`src/design/rcl_pkg.sv`:
```
// Constants for the reset-condition logic block.
// Assumes a 32-bit APB master on the system clock.
package rcl_pkg;
	// ********************
	// Register offsets
	// ********************
	localparam logic [7:0] RCL_CAUSE_OFS = 8'h00;
	localparam logic [7:0] RCL_VSEL_OFS = 8'h04;
	localparam logic [7:0] RCL_STAT_OFS = 8'h08;
	localparam logic [7:0] RCL_PDATA_OFS = 8'h0C;
	localparam logic [7:0] RCL_PDIR_OFS = 8'h10;
	localparam logic [7:0] RCL_PIN_OFS = 8'h14;
	localparam logic [7:0] RCL_CTRL_OFS = 8'h18;
	localparam logic [7:0] RCL_IRQS_OFS = 8'h1C;
	localparam logic [7:0] RCL_IRQM_OFS = 8'h20;
	localparam logic [7:0] RCL_CPU_OFS = 8'h24;
	// ********************
	// Field positions
	// ********************
	localparam int RCL_WCF_BIT = 0;
	localparam int RCL_VSF_BIT = 1;
	localparam int RCL_LVF_BIT = 2;
	localparam int RCL_PDF_BIT = 4;
	localparam int RCL_EXP_BIT = 5;
	localparam int RCL_IRQ_WDT = 0;
	localparam int RCL_IRQ_LV = 1;
	localparam int RCL_IRQ_VS = 2;
	// ********************
	// Reset values and valid select codes
	// ********************
	localparam logic [7:0] RCL_VSEL_POR = 8'h55;
	localparam logic [7:0] RCL_VSEL_C1 = 8'h33;
	localparam logic [7:0] RCL_VSEL_C2 = 8'h99;
	localparam logic [7:0] RCL_VSEL_C3 = 8'hAA;
	localparam logic [7:0] RCL_PORT_POR = 8'hFF;
	localparam logic [3:0] RCL_STK_TOP = 4'h0;
	// ********************
	// Sequencer states and reset cause codes
	// ********************
	typedef enum logic [3:0] {
		RCL_RUN = 4'b0001,
		RCL_REC = 4'b0010,
		RCL_HOLD = 4'b0100,
		RCL_REL = 4'b1000
	} rcl_state_t;
	typedef enum logic [2:0] {
		RCL_C_POR = 3'b001,
		RCL_C_WRUN = 3'b010,
		RCL_C_WSLP = 3'b100
	} rcl_cause_t;
endpackage

```
`src/design/rcl_top.sv`:
```
// Reset-condition logic: cause flags, per-cause state, port data path.
// Assumes an APB master, a supply monitor and core sleep status inputs.
// Function
// - undefined voltage select code sets its fault flag and resets
// - voltage select fault flag clears only by software zero or power-on
// - watchdog expiry while running gives full reset and sets expiry flag
// - watchdog expiry asleep clears only pc and stack, sets both flags
// - expiry and powerdown flags follow the reset cause table
// - all interrupt sources disabled after power-on
// - all timers stopped after power-on
// - all pins are inputs after power-on
// - stack index points at top of stack after power-on
// - each register takes its own value per reset cause
// - port inputs are not latched, read directly from the pins
// - port output latch holds until software rewrites it or a running reset reloads all ones
// - port data and direction start as all ones
// - qualified supply drop sets low voltage flag, software clears
//
// Design decisions made here: the register addresses and the APB register port.
`timescale 1ns/10ps
`default_nettype none
module rcl_top
	import rcl_pkg::*;
#(
	parameter int WDT_W = 16,
	parameter int HOLD_CYC = 4
) (
	// Clock and reset
	input wire logic clk_sys_i,
	input wire logic srst_i,
	// APB slave
	input wire logic psel_i,
	input wire logic penable_i,
	input wire logic pwrite_i,
	input wire logic [7:0] paddr_i,
	input wire logic [31:0] pwdata_i,
	output logic [31:0] prdata_o,
	output logic pready_o,
	output logic pslverr_o,
	// Core status and events
	input wire logic sleep_i,
	input wire logic lv_drop_i,
	// Port pins
	input wire logic [7:0] pin_i,
	output logic [7:0] pin_o,
	output logic [7:0] pin_oe_n_o,
	// Core state outputs
	output logic core_rst_o,
	output logic [7:0] pc_low_o,
	output logic [3:0] stack_index_o,
	output logic [7:0] int_en_o,
	output logic [3:0] timer_on_o,
	output logic irq_o
);
	logic [7:0] vsel_r;
	logic wcf_r, vsf_r, lvf_r, exp_r, pdf_r;
	logic [7:0] pdata_r, pdir_r;
	logic [WDT_W-1:0] wlimit_r;
	logic [2:0] irqs_r, irqm_r;
	rcl_state_t st_r;
	rcl_cause_t cause_r;
	logic [7:0] hold_r;
	logic wdt_exp, wdt_clr, wr_en, rd_en, vs_bad, lv_ev;
	logic by_wdt_r;
	logic [31:0] rd_nxt;
	logic hit_nxt;
	// ********************
	// APB decode
	// ********************
	assign wr_en = psel_i && penable_i && pwrite_i && pready_o;
	assign rd_en = psel_i && !penable_i && !pwrite_i;
	assign vs_bad = (vsel_r != RCL_VSEL_POR) && (vsel_r != RCL_VSEL_C1) &&
		(vsel_r != RCL_VSEL_C2) && (vsel_r != RCL_VSEL_C3);
	assign lv_ev = lv_drop_i && !sleep_i;
	assign wdt_clr = (st_r != RCL_RUN) || srst_i;
	always_comb begin
		rd_nxt = 32'h0000_0000;
		hit_nxt = 1'b1;
		case (paddr_i)
			RCL_CAUSE_OFS: rd_nxt = {29'h0, lvf_r, vsf_r, wcf_r};
			RCL_VSEL_OFS: rd_nxt = {24'h0, vsel_r};
			RCL_STAT_OFS: rd_nxt = {26'h0, exp_r, pdf_r, 4'h0};
			RCL_PDATA_OFS: rd_nxt = {24'h0, pdata_r};
			RCL_PDIR_OFS: rd_nxt = {24'h0, pdir_r};
			RCL_PIN_OFS: rd_nxt = {24'h0, pin_i};
			RCL_CTRL_OFS: rd_nxt = {16'h0, int_en_o, 4'h0, timer_on_o};
			RCL_IRQS_OFS: rd_nxt = {29'h0, irqs_r};
			RCL_IRQM_OFS: rd_nxt = {29'h0, irqm_r};
			RCL_CPU_OFS: rd_nxt = {20'h0, stack_index_o, pc_low_o};
			default: hit_nxt = 1'b0;
		endcase
	end
	// No wait states: data registered in setup, ready in access
	always_ff @(posedge clk_sys_i) begin
		if (srst_i) begin
			prdata_o <= 32'h0000_0000;
			pready_o <= 1'b0;
			pslverr_o <= 1'b0;
		end else begin
			pready_o <= psel_i && !penable_i;
			pslverr_o <= psel_i && !penable_i && !hit_nxt;
			if (rd_en) begin
				prdata_o <= rd_nxt;
			end
		end
	end
	// ********************
	// Watchdog counter
	// ********************
	rcl_wdt_cnt #(
		.WIDTH(WDT_W)
	) u_wdt (
		.clk_sys_i(clk_sys_i),
		.srst_i(srst_i),
		.clr_i(wdt_clr),
		.limit_i(wlimit_r),
		.expire_o(wdt_exp)
	);
	// ********************
	// Reset sequencer
	// ********************
	always_ff @(posedge clk_sys_i) begin
		if (srst_i) begin
			st_r <= RCL_REC;
			cause_r <= RCL_C_POR;
			by_wdt_r <= 1'b0;
			hold_r <= 8'h00;
			core_rst_o <= 1'b1;
		end else begin
			case (st_r)
				RCL_RUN: begin
					if (wdt_exp && sleep_i) begin
						cause_r <= RCL_C_WSLP;
						st_r <= RCL_REC;
					end else if (wdt_exp || vs_bad || lv_ev) begin
						cause_r <= RCL_C_WRUN;
						by_wdt_r <= wdt_exp;
						st_r <= RCL_REC;
						core_rst_o <= 1'b1;
					end
				end
				RCL_REC: begin
					hold_r <= 8'(HOLD_CYC);
					st_r <= RCL_HOLD;
				end
				RCL_HOLD: begin
					if (hold_r == 8'h00) begin
						st_r <= RCL_REL;
					end else begin
						hold_r <= hold_r - 8'h01;
					end
				end
				RCL_REL: begin
					core_rst_o <= 1'b0;
					st_r <= RCL_RUN;
				end
				default: st_r <= RCL_RUN;
			endcase
		end
	end
	// ********************
	// Cause flags
	// ********************
	always_ff @(posedge clk_sys_i) begin
		if (srst_i) begin
			wcf_r <= 1'b0;
			vsf_r <= 1'b0;
			lvf_r <= 1'b0;
		end else begin
			if (st_r == RCL_RUN && vs_bad) begin
				vsf_r <= 1'b1;
			end else if (wr_en && paddr_i == RCL_CAUSE_OFS &&
				!pwdata_i[RCL_VSF_BIT]) begin
				vsf_r <= 1'b0;
			end
			if (lv_ev) begin
				lvf_r <= 1'b1;
			end else if (wr_en && paddr_i == RCL_CAUSE_OFS &&
				!pwdata_i[RCL_LVF_BIT]) begin
				lvf_r <= 1'b0;
			end
			if (wr_en && paddr_i == RCL_CAUSE_OFS &&
				!pwdata_i[RCL_WCF_BIT]) begin
				wcf_r <= 1'b0;
			end
		end
	end
	always_ff @(posedge clk_sys_i) begin
		if (srst_i) begin
			exp_r <= 1'b0;
			pdf_r <= 1'b0;
		end else if (st_r == RCL_RUN && wdt_exp) begin
			exp_r <= 1'b1;
			if (sleep_i) begin
				pdf_r <= 1'b1;
			end
		end
	end
	// ********************
	// Core state per cause
	// ********************
	always_ff @(posedge clk_sys_i) begin
		if (srst_i) begin
			pc_low_o <= 8'h00;
			stack_index_o <= RCL_STK_TOP;
			int_en_o <= 8'h00;
			timer_on_o <= 4'h0;
			vsel_r <= RCL_VSEL_POR;
			wlimit_r <= '1;
		end else if (st_r == RCL_REC) begin
			pc_low_o <= 8'h00;
			stack_index_o <= RCL_STK_TOP;
			if (cause_r == RCL_C_WRUN) begin
				int_en_o <= 8'h00;
				timer_on_o <= 4'h0;
				if (vs_bad || by_wdt_r) begin
					vsel_r <= RCL_VSEL_POR;
				end
			end
		end else if (wr_en) begin
			case (paddr_i)
				RCL_VSEL_OFS: vsel_r <= pwdata_i[7:0];
				RCL_CTRL_OFS: begin
					int_en_o <= pwdata_i[15:8];
					timer_on_o <= pwdata_i[3:0];
				end
				RCL_CPU_OFS: wlimit_r <= pwdata_i[WDT_W+11:12];
				default: pc_low_o <= pc_low_o;
			endcase
		end
	end
	// ********************
	// Port data path
	// ********************
	always_ff @(posedge clk_sys_i) begin
		if (srst_i) begin
			pdata_r <= RCL_PORT_POR;
			pdir_r <= RCL_PORT_POR;
		end else if (st_r == RCL_REC && cause_r == RCL_C_WRUN) begin
			pdata_r <= RCL_PORT_POR;
			pdir_r <= RCL_PORT_POR;
		end else if (wr_en && paddr_i == RCL_PDATA_OFS) begin
			pdata_r <= pwdata_i[7:0];
		end else if (wr_en && paddr_i == RCL_PDIR_OFS) begin
			pdir_r <= pwdata_i[7:0];
		end
	end
	always_ff @(posedge clk_sys_i) begin
		if (srst_i) begin
			pin_o <= RCL_PORT_POR;
			pin_oe_n_o <= RCL_PORT_POR;
		end else begin
			pin_o <= pdata_r;
			pin_oe_n_o <= pdir_r;
		end
	end
	// ********************
	// Interrupts
	// ********************
	always_ff @(posedge clk_sys_i) begin
		if (srst_i) begin
			irqs_r <= 3'h0;
			irqm_r <= 3'h0;
			irq_o <= 1'b0;
		end else begin
			for (int i = 0; i < 3; i++) begin
				if (wr_en && paddr_i == RCL_IRQS_OFS && pwdata_i[i]) begin
					irqs_r[i] <= 1'b0;
				end
			end
			if (st_r == RCL_RUN && wdt_exp) begin
				irqs_r[RCL_IRQ_WDT] <= 1'b1;
			end
			if (lv_ev) begin
				irqs_r[RCL_IRQ_LV] <= 1'b1;
			end
			if (st_r == RCL_RUN && vs_bad) begin
				irqs_r[RCL_IRQ_VS] <= 1'b1;
			end
			if (wr_en && paddr_i == RCL_IRQM_OFS) begin
				irqm_r <= pwdata_i[2:0];
			end
			irq_o <= |(irqs_r & irqm_r);
		end
	end
	// ********************
	// Checks
	// ********************
	vsf_set_a: assert property (
		@(posedge clk_sys_i) disable iff (srst_i)
		(st_r == RCL_RUN && vs_bad) |=> vsf_r)
		else $error("fault flag not set");
	vsf_keep_a: assert property (
		@(posedge clk_sys_i) disable iff (srst_i)
		(vsf_r && !wr_en) |=> vsf_r)
		else $error("fault flag cleared by hardware");
	exp_run_a: assert property (
		@(posedge clk_sys_i) disable iff (srst_i)
		(st_r == RCL_RUN && wdt_exp && !sleep_i) |=> exp_r && core_rst_o)
		else $error("running expiry not handled");
	exp_slp_a: assert property (
		@(posedge clk_sys_i) disable iff (srst_i)
		(st_r == RCL_RUN && wdt_exp && sleep_i) |=>
		exp_r && pdf_r && !core_rst_o ##1 pc_low_o == 8'h00)
		else $error("sleep expiry not handled");
	pdf_keep_a: assert property (
		@(posedge clk_sys_i) disable iff (srst_i)
		(!sleep_i) |=> pdf_r == $past(pdf_r))
		else $error("powerdown flag changed");
	wdt_clr_a: assert property (
		@(posedge clk_sys_i) disable iff (srst_i)
		(st_r == RCL_REL) |=> ##2 !wdt_exp)
		else $error("watchdog not cleared");
	por_state_a: assert property (
		@(posedge clk_sys_i)
		$fell(srst_i) |-> int_en_o == 8'h00 && timer_on_o == 4'h0 &&
		pin_oe_n_o == 8'hFF && stack_index_o == RCL_STK_TOP)
		else $error("power-on state wrong");
	latch_hold_a: assert property (
		@(posedge clk_sys_i) disable iff (srst_i)
		!(wr_en && paddr_i == RCL_PDATA_OFS) && st_r == RCL_RUN |=>
		pdata_r == $past(pdata_r))
		else $error("output latch changed");
	lv_set_a: assert property (
		@(posedge clk_sys_i) disable iff (srst_i)
		lv_ev |=> lvf_r)
		else $error("low voltage flag not set");
	release_a: assert property (
		@(posedge clk_sys_i) disable iff (srst_i)
		(st_r == RCL_REL) |=> !core_rst_o && st_r == RCL_RUN)
		else $error("release out of step");
	wrun_state_a: assert property (
		@(posedge clk_sys_i) disable iff (srst_i)
		(st_r == RCL_REC && cause_r == RCL_C_WRUN) |=>
		int_en_o == 8'h00 && timer_on_o == 4'h0 &&
		pdir_r == RCL_PORT_POR)
		else $error("running reset state wrong");
	wdt_vsel_a: assert property (
		@(posedge clk_sys_i) disable iff (srst_i)
		(st_r == RCL_REC && cause_r == RCL_C_WRUN && by_wdt_r) |=>
		vsel_r == RCL_VSEL_POR)
		else $error("select not reloaded");
	slp_keep_a: assert property (
		@(posedge clk_sys_i) disable iff (srst_i)
		(st_r == RCL_REC && cause_r == RCL_C_WSLP && !wr_en) |=>
		stack_index_o == RCL_STK_TOP && int_en_o == $past(int_en_o) &&
		pdir_r == $past(pdir_r))
		else $error("sleep expiry changed kept state");
	lv_keep_a: assert property (
		@(posedge clk_sys_i) disable iff (srst_i)
		(st_r == RCL_RUN && lv_ev && !wdt_exp) |=>
		exp_r == $past(exp_r) && pdf_r == $past(pdf_r))
		else $error("supply reset changed expiry flags");
	pin_follow_a: assert property (
		@(posedge clk_sys_i) disable iff (srst_i)
		1'b1 |=> pin_o == $past(pdata_r) && pin_oe_n_o == $past(pdir_r))
		else $error("pin drive not from latch");
endmodule
`default_nettype wire

```
`src/design/rcl_wdt_cnt.sv`:
```
// Watchdog counter: cleared by the sequencer, counts otherwise.
// Assumes the reset and clear inputs are synchronous to clk_sys_i.
`timescale 1ns/10ps
`default_nettype none
module rcl_wdt_cnt #(
	parameter int WIDTH = 16
) (
	// Clock and reset
	input wire logic clk_sys_i,
	input wire logic srst_i,
	// Control
	input wire logic clr_i,
	input wire logic [WIDTH-1:0] limit_i,
	// Status
	output logic expire_o
);
	logic [WIDTH-1:0] cnt_r;
	// ********************
	// Counter
	// ********************
	always_ff @(posedge clk_sys_i) begin
		if (srst_i || clr_i) begin
			cnt_r <= '0;
			expire_o <= 1'b0;
		end else begin
			cnt_r <= cnt_r + 1'b1;
			expire_o <= (cnt_r == limit_i);
		end
	end
endmodule
`default_nettype wire

```
`config.mk`:
```
export PLATFORM = sky130hd
export DESIGN_NAME = rcl_top
export DESIGN_NICKNAME = d
export VERILOG_FILES = /design/src/design/rcl_pkg.sv /design/src/design/rcl_top.sv /design/src/design/rcl_wdt_cnt.sv
export SDC_FILE = /design/constraint.sdc
export NUM_CORES = 1
export LEC_CHECK = 0
export ABC_AREA = 1
export BUFFER_PORTS_ARGS = -buffer_cell sky130_fd_sc_hd__buf_2
export CORE_UTILIZATION = 55
export DETAILED_ROUTE_END_ITERATION = 7
export HOLD_SLACK_MARGIN = 0.12
export PLACE_DENSITY = 0.77
export SYNTH_ARGS = -nofsm -noshare
export SYNTH_HDL_FRONTEND = slang
export SYNTH_SLANG_ARGS = --single-unit
export TNS_END_PERCENT = 100
```
`constraint.sdc`:
```
create_clock -name clk_sys_i -period 1.6 [get_ports clk_sys_i]
set_input_delay 0.08 -clock clk_sys_i [delete_from_list [all_inputs] [get_ports clk_sys_i]]
set_output_delay 0.08 -clock clk_sys_i [all_outputs]
set_load 0.05 [all_outputs]
```
==> flow_results.org, run 1 <==
** Final layout
- Fin nets :: just over 1000
- Relative to the synthesized area, the layout overhead comes to 26.0%.
- In the layout the commonest cells are 219 x sky130_fd_sc_hd__nand2_1, 130 x sky130_fd_sc_hd__dfxtp_1, 98 x sky130_fd_sc_hd__buf_2.
- The library cell used most frequently in the layout, excluding fill and tap cells, is sky130_fd_sc_hd__nand2_1.
- In the final layout, the share of cells above drive strength 1 is 0.237.
- Post-Layout Inst Area :: between 0.007 and 0.008 mm2
- N_diodes :: 0
- Once layout is complete, the utilization of the core stands at 0.715.

** Worst setup path
- Peak fanout along the critical path :: 9
- The critical path is of the reg -> reg type.
- The slowest stage of the critical path is the sky130_fd_sc_hd__dfxtp_1 cell.
- Worst Path Buf+Inv :: 1
- The cell family contributing the most delay on the critical path is simple AND/OR/NAND/NOR gates.
- Cell chain of the critical path :: nand2_1, inv_1, nand2_1, nand2_1, nand2_1, nand3_1, nand3_4, nand2_4, nand2_1, nand2_1, nor2_1
- Count of cells along the worst register-to-register path :: 11
- The worst setup path is launched from a flip-flop.
- For this run, the slowest stage of the critical path takes 0.40 ns.
- Critical path depth :: 11
- Counting stages on the worst path, the most repeated cell is sky130_fd_sc_hd__nand2_1.
- Required time worst endpoint :: about 1.9 ns
- Worst setup EP type :: flip-flop
- STA puts the critical path data arrival time at 1.78 ns.

** Floorplan
- The region available for standard cell placement spans 0.0109 mm2.
- 131 I/O pins were placed.
- The die covers around 0.012 mm2.
- Vert. Die Dim :: 108 um
- The floorplan has 38 rows.
- For this configuration, the core starts out at a cell density of 0.568.
- Die X :: 108 um

** Placement
- Cell Area, Placed :: 0.00683 mm2
- Prior to clock tree synthesis, the placed netlist has a worst setup slack of about 0.12 ns.
- Summed over all nets, the half-perimeter wirelength after detailed placement is 10300 um.
- Placer congestion estimate :: 0.887
- Port Buf Inserts :: 98

** Pwr
- The analysis attributes to net switching a power of ~2.1 mW.
- In this run the static leakage power is around 3.6 nW.
- Clk network pwr share :: 0.484
- The share of total power dissipated in combinational logic is 0.101.
- Of the total power, the share spent switching nets is 0.266.
- The share of total power dissipated in sequential elements is 0.415.
- Ratio of total power to cell area :: between 1000 and 1500 mW/mm2
- Internal power comes to 5.91 mW.
- Across the VDD grid, the largest voltage drop is 979 uV.

** Timing
- After routing, the total negative slack on setup checks comes to 0 ns.
- Hold Violations, Final :: 0
- Clock skew on the completed layout was measured at 0.00955 ns.
- Counting I/O delays and the setup requirement, the final critical path takes 1.48 ns.
- Fmax achieved :: 0.676 GHz
- Share of the clock period used by the worst path :: 0.925
- The final count of pins violating max slew was 0.
- Final setup margin :: 0.121 ns
- Setup violations remaining at the end of the flow were counted as 0.

** Job
- Across the run, the number of max-cap violations was 0.

** Global routing
- The via count of the first global-routing pass was 5127.
- Entering global routing, the biggest net connects 39 pins.
- The number of antenna violations at the first check in global routing is 0.
- Global-route wire length before repair :: 23800 um
- In the global route stage, overall resource usage came out at 0.262.
- Total overflow reported by the global router :: 0

** Synthesis
- Commonest register cell after synthesis :: sky130_fd_sc_hd__dfxtp_1
- In the synthesized netlist the async set-or-reset flop fraction comes to 0.
- In this run, distinct cell masters in the synthesized netlist total 47.
- Count of yosys warnings during synthesis :: 0
- Sequential cell area fraction in the yosys report :: 0.422
- Avg Inst Size Synth :: roughly 7.6 um2
- The mapped netlist covers slightly above 0.006 mm2.
- The synthesized design contains 0 enable-type register cells.
- Cell count after synthesis :: about 820
- In this run, synthesis produced a sequential element count of around 130.

** Clocking
- The clock drives 131 sinks.
- In this run the post-CTS setup repair buffer count came out at 0.
- Clock-pin slew was measured on the worst setup and hold paths at ~0.06 ns.
- Clock root cell :: sky130_fd_sc_hd__clkbuf_16
- Htree depth :: 4
- Counting the buffers created by CTS gives 17.
- Skew-Pair Late Insertion Delay :: 0.41 ns
- The clock passes through at most 2 buffers.
- TritonCTS clock tree :: built

** Drt
- Summed over all layers, the routed wires come to roughly 15000 um.
- Post-detailed-route DRC marker count :: 0
- In the routed layout, each cell is associated on average with a via count of 5.02.
- Iteration count of the initial detailed-routing pass :: 5
- WL per Instance :: 13.1 um
- Number of routed nets with antenna violations :: 0
- After the first detailed-routing iteration, the DRC count stood at 269.
- Vias :: 5663

** Worst hold path
- Worst min-delay path class :: in -> reg
- Counting instances, the worst hold path has a depth of 5.

** Outcome
- The flow ran to the end, and the final reports show no timing, DRC or antenna violations.
==> synthesized netlist by cell type (2+ instances only) <==
master                       n  area, um2
sky130_fd_sc_hd__o211ai_1   12       90.1
sky130_fd_sc_hd__o211ai_2   15        188
sky130_fd_sc_hd__nand3_1    74        370
sky130_fd_sc_hd__inv_2       7       26.3
sky130_fd_sc_hd__buf_6       5       56.3
sky130_fd_sc_hd__or2_2      16        100
sky130_fd_sc_hd__nor2_1     62        233
sky130_fd_sc_hd__nand4_1     6       37.5
sky130_fd_sc_hd__nand2_2     7       43.8
sky130_fd_sc_hd__nand2_4     8       90.1
sky130_fd_sc_hd__nor4_1      3       18.8
sky130_fd_sc_hd__o21ai_2     2       17.5
sky130_fd_sc_hd__o22ai_1     2       12.5
sky130_fd_sc_hd__dfxtp_1   131       2620
sky130_fd_sc_hd__inv_1      78        293
sky130_fd_sc_hd__o21ai_0    25        125
sky130_fd_sc_hd__ha_1        3       37.5
sky130_fd_sc_hd__nand2_1   219        822
sky130_fd_sc_hd__nor3b_1     2       15.0
sky130_fd_sc_hd__xnor2_1     4       35.0
sky130_fd_sc_hd__nor2_2      4       25.0
sky130_fd_sc_hd__clkbuf_1    8       30.0
sky130_fd_sc_hd__buf_2       6       30.0
sky130_fd_sc_hd__a221oi_1    2       17.5
sky130_fd_sc_hd__xor2_1     11       96.3
sky130_fd_sc_hd__nor3_1      7       35.0
sky130_fd_sc_hd__nor2_4      8       90.1
sky130_fd_sc_hd__buf_4      28        210
sky130_fd_sc_hd__a21oi_1    44        220
sky130_fd_sc_hd__nand3_2     3       30.0
==> tightest hold or removal path: stages <==
cell                      delay [ns]
sky130_fd_sc_hd__buf_2          0.14
sky130_fd_sc_hd__inv_2          0.07
sky130_fd_sc_hd__nand3_1        0.08
sky130_fd_sc_hd__nand3_1        0.08
sky130_fd_sc_hd__nor4_1         0.06
==> final cells by class <==
| type | count | area, um2 |
|---|---|---|
| well taps | 140 | 175 |
| multi-input cells | 578 | 3010 |
| flip-flops and latches | 131 | 2620 |
| inverters | 89 | 357 |
| clock inverters | 15 | 169 |
| repair buffers | 157 | 1070 |
| clock buffers | 17 | 425 |
| fillers | 848 | 3110 |
==> final timing paths <==
check	slack, ns	startpoint	end
max reg2reg	0.12	vsel_r[5]$_SDFFE_PP0P_	vsel_r[5]$_SDFFE_PP0P_
min	0.15	paddr_i[2]	pslverr_o$_SDFF_PP0_
max	0.12	vsel_r[5]$_SDFFE_PP0P_	vsel_r[5]$_SDFFE_PP0P_
min reg2reg	0.46	prdata_o[8]$_SDFFE_PP0P_	prdata_o[8]$_SDFFE_PP0P_
==> registers in the layout, summed over array words and instances, names as in the netlist, 4 cells and up <==
name         cells
hold_r           8
int_en_o         8
pdata_r          8
pdir_r           8
pin_o            8
pin_oe_n_o       8
prdata_o        16
st_r             4
timer_on_o       4
u_wdt.cnt_r     16
vsel_r           8
wlimit_r        16
==> cells by family after synthesis <==
group,share of synthesized area
other,0.000604
xor gates and xnor gates,0.0212
buffers and inverters,0.112
and+or+nand+nor,0.322
AOI/OAI and AO/OA,0.115
adders and majority gates,0.00605
DFF,0.422
==> layer usage <==
| layer | share of wire | vias up | GRT usage | wire length [um] |
|---|---|---|---|---|
| met2 | 0.47 | 173 | 0.437 | 6970 |
| met5 | 0 | - | 0 | 0 |
| met3 | 0.055 | 21 | 0.0621 | 813 |
| met4 | 0.017 | 0 | 0.0946 | 254 |
| li1 | - | 2900 | - | - |
| met1 | 0.46 | 2569 | 0.330 | 6760 |
==> power groups by stage <==
stage / Combinational [mW] / Sequential, mW / Clock [mW]
6_report: 0.810 / 3.34 / 3.90
5_1_grt: 0.887 / 3.34 / 4.11
4_1_cts: 0.797 / 3.34 / 3.94
3_5_place_dp: 0.721 / 3.41 / 0
3_3_place_gp: 0.716 / 3.41 / 0
2_1_floorplan: 0.567 / 3.42 / 0
==> through the flow <==
| stage | cells | hold WS, ns | power [mW] |
|---|---|---|---|
| final | 1127 | 0.151 | 8.05 |
| after CTS | 1127 | 0.132 | 8.07 |
| after global routing | 1127 | 0.156 | 8.34 |
| after detailed placement | 1057 | 0.282 | 4.13 |
| after floorplan | 846 | 0.193 | 3.98 |
| after global placement | 1057 | 0.279 | 4.13 |
==> timing repair <==
item,in CTS,in global routing
hold buffers,38,0
hold endpoints to repair,59,0
resized for setup,0,4
setup endpoints to repair,0,7
Note: power is estimated with default switching activity, not from simulation.
==> run 2, diff against run 1 <==
Settings changed: SYNTH_HIERARCHICAL from default to 1.
==> run 2 against run 1 <==
Against the previous run:
- utilization rose by 0.49 points
- register-to-register slack got worse by 0.06 ns
- first-iteration DRC count rose by 62%
- sequential power barely moved
- global-route usage rose by 2.1 points
- clock power rose by 10%
- cell count rose by 6.9%
- count of clock-buffer cells in the layout rose by 1
- die area rose by 2.7%
- power rose by 4.8%
- maximum frequency fell by 3.9%
- critical endpoint is now wlimit_r[7]$_SDFFE_PP1P_
- highest routed layer unchanged
==> flow_results.org, run 2 <==
** Drt
- Iteration count of the initial detailed-routing pass :: 5
- Dividing the detail-routed wire length by the instance count gives 13.3 um.
- The routed design has 16100 um of wire.
- For this block, the initial DRC count from the detailed router was 436.
- Vias per cell :: 4.98
- The detailed router placed 5999 vias in this run.
- Post-detailed-route DRC marker count :: 0
- Number of routed nets with antenna violations :: 0

** Clocking
- Bufs on Longest Clock Path :: 2
- Clock-pin slew was measured on the worst setup and hold paths at 0.06 ns.
- TritonCTS built the clock tree.
- At the later pin of the worst-skew pair, clock insertion delay measures 0.42 ns.
- Clock sink count :: 131
- Clock tree synthesis inserted a total of 17 buffers.
- Clock root cell :: sky130_fd_sc_hd__clkbuf_16
- Buffers added to address setup during post-CTS repair amount to 0.
- The H-tree was split into 4 levels.

** Floorplan
- Core area :: 0.0111 mm2
- Total die area :: 0.0120 mm2
- Placement row count :: 38
- 131 I/O pins were placed.
- Die X :: ~110 um
- Vert. Die Dim :: roughly 110 um
- Starting density of the core :: 0.576

** Placement
- Placer congestion estimate :: 0.945
- Once detailed placement completed, the half-perimeter wirelength came to ~11000 um.
- Port Buf Inserts :: a little under 100
- Cell Area, Placed :: about 0.0069 mm2

** Final layout
- In the final layout, the share of cells above drive strength 1 is 0.215.
- The library cell used most frequently in the layout, excluding fill and tap cells, is sky130_fd_sc_hd__nand2_1.
- Leaving out fill and tap cells, the most frequent cells in the layout are 272 x sky130_fd_sc_hd__nand2_1, 126 x sky130_fd_sc_hd__dfxtp_1, 99 x sky130_fd_sc_hd__inv_1.
- Post-Layout Inst Area :: 0.00798 mm2
- For this run, the post-layout net count is 1110.
- 0 antenna diodes ended up in the layout.
- Area grow syn2layout :: 25.0%
- Top Registers :: prdata_o x16, u_wdt/cnt_r x16, wlimit_r x16

** Timing
- The final count of hold timing violations came to 0.
- The final count of pins violating max slew came to 0.
- The routed design could run at a clock period as short as 1.54 ns.
- Derived from the worst setup path, the maximum achievable clock frequency is 0.649 GHz.
- Setup repair after global routing could not meet its margin everywhere.
- Max Clock Skew :: 0.00778 ns
- After routing, the total negative slack on setup checks comes to 0 ns.
- At the pin with the least slew margin, the transition time is between 0.5 and 0.6 ns.
- Normalized max-slew margin :: 0.639
- Dividing the final minimum period by the clock period gives 0.962.
- Setup violations remaining at the end of the flow were counted as 0.

** Worst setup path
- The critical path is of the reg -> reg type.
- Data arrival, critical path :: 1.82 ns
- Along the worst path, the maximum fanout reaches 10.
- In this run the critical register-to-register path is launched from st_r[2]$_SDFFE_PP0P_.
- The worst setup path is captured at a flip-flop.
- Sort of element at the start of the critical path :: flip-flop
- The most critical setup path has its startpoint at st_r[2]$_SDFFE_PP0P_.
- For flop-to-flop paths, the worst setup slack is 0.06 ns.
- At the worst endpoint, the required time is 1.88 ns.

** Worst hold path
- Hold path startpoint :: pwrite_i
- The path class of the tightest hold or removal check is in -> reg.

** Synthesis
- List of most frequent post-synthesis cells :: 272 x sky130_fd_sc_hd__nand2_1, 131 x sky130_fd_sc_hd__dfxtp_1, 100 x sky130_fd_sc_hd__inv_1
- Top post-synthesis cells by area :: sky130_fd_sc_hd__dfxtp_1 41%, sky130_fd_sc_hd__nand2_1 16%, sky130_fd_sc_hd__nand3_1 6.6%
- The synthesized netlist occupies a cell area of 0.00638 mm2.
- Number of synthesized register bits :: 131
- The share of the Yosys chip area taken by registers is 0.411.
- Yosys mapped a number of flops with a built-in enable equal to 0.
- In the synthesized netlist the dominant register cell turns out to be sky130_fd_sc_hd__dfxtp_1.
- Number of different library cells in the post-synthesis netlist :: 40
- In this run the mean area of a mapped cell was 7.06 um2.
- The most common cell in the synthesized netlist is sky130_fd_sc_hd__nand2_1.
- Count of yosys warnings during synthesis :: 6
- Fraction of synthesized cell area taken by the top area cell type :: 0.411
- In the synthesized netlist the async set-or-reset flop fraction comes to 0.
- Cell count after synthesis :: ~900
- The biggest area contributor in the post-synthesis netlist is sky130_fd_sc_hd__dfxtp_1.

** Pwr
- Of the total power, combinational logic draws 0.096.
- Clk network pwr share :: 0.509
- Switching power share of the total :: 0.246
- The share of total power dissipated in sequential elements is 0.396.
- In this run the power density over the cells is 1060 mW/mm2.
- Maximum ir drop on the vdd rail :: 907 uV
- Overall Power :: between 8 and 9 mW
- Sw power :: 2.08 mW
- Power Internal :: 6.36 mW
- For this design the static power due to leakage is 3.95 nW.

** Global routing
- Global-route wire length before repair :: 25700 um
- Antenna violations before repair :: 0
- Vias in the first global route :: 5428
- Total overflow reported by the global router :: 0
- Entering global routing, the biggest net connects 52 pins.
- Total routing resource utilization after global routing :: 0.283

** Job
- Across the run, the number of max-cap violations was 0.

** Outcome
- Outcome :: finished clean
run 2: metal layers:
metal / global-route usage / up-vias / wire length [um]
met5: 0 / - / 0
met1: 0.344 / 2700 / 7110
met4: 0.148 / 0 / 552
met3: 0.0563 / 40 / 677
li1: - / 3093 / -
met2: 0.473 / 166 / 7720
run 2: critical path: stages (launching register included):
cell                      delay, ns
sky130_fd_sc_hd__dfxtp_1       0.37
sky130_fd_sc_hd__nor2_2        0.07
sky130_fd_sc_hd__nand2_2       0.10
sky130_fd_sc_hd__nor2_8        0.05
sky130_fd_sc_hd__buf_12        0.13
sky130_fd_sc_hd__nor2_4        0.12
sky130_fd_sc_hd__nand2_2       0.16
sky130_fd_sc_hd__buf_4         0.22
sky130_fd_sc_hd__nand2_1       0.08
sky130_fd_sc_hd__nand3_1       0.09
run 2: cell type report:
type	instances	area (um2)
fill	896	3100
clock buffer	18	429
inverter	115	435
multi-input combinational	635	3080
sequential	131	2630
clock inverter	14	228
tap	140	175
timing repair buffer	152	996
run 2: cells by family after synthesis:
logic type / after synthesis / share of synthesized area
adders and majority gates: 3 / 0.00588
AOI/OAI and AO/OA: 96 / 0.0900
buffers and inverters: 165 / 0.124
DFF: 131 / 0.411
other: 1 / 0.000588
xor gates and xnor gates: 8 / 0.0110
and+or+nand+nor: 500 / 0.357
run 2: final timing paths:
kind	to	cells after the start
max reg2reg	wlimit_r[7]$_SDFFE_PP1P_	9
max	wlimit_r[7]$_SDFFE_PP1P_	9
min	prdata_o[0]$_SDFFE_PP0P_	5
min reg2reg	exp_r$_SDFFE_PP0P_	2
run 2: power groups by stage:
| stage | clock network [mW] | logic, mW | registers (mW) |
|---|---|---|---|
| after floorplan | 0 | 0.556 | 3.41 |
| after global placement | 0 | 0.716 | 3.41 |
| after detailed placement | 0 | 0.722 | 3.41 |
| after CTS | 4.34 | 0.794 | 3.34 |
| after global routing | 4.48 | 0.883 | 3.34 |
| final | 4.29 | 0.808 | 3.34 |
run 2: timing repair:
item,4_1_cts,5_1_grt
hold buffers,35,0
endpoints found under the hold margin,61,0
gates cloned,0,0
gates resized for setup,2,8
setup endpoints to repair,2,20
pin swaps,0,0
run 2: through the flow:
step	util	cells	worst slack (ns)	hold WS [ns]
2_1_floorplan	-	931	0.140	0.193
3_3_place_gp	0.627	1138	0.0218	0.281
3_5_place_dp	0.627	1138	0.0000847	0.289
4_1_cts	0.718	1205	0.0461	0.127
5_1_grt	0.720	1205	-0.0323	0.168
6_report	0.720	1205	0.0602	0.150
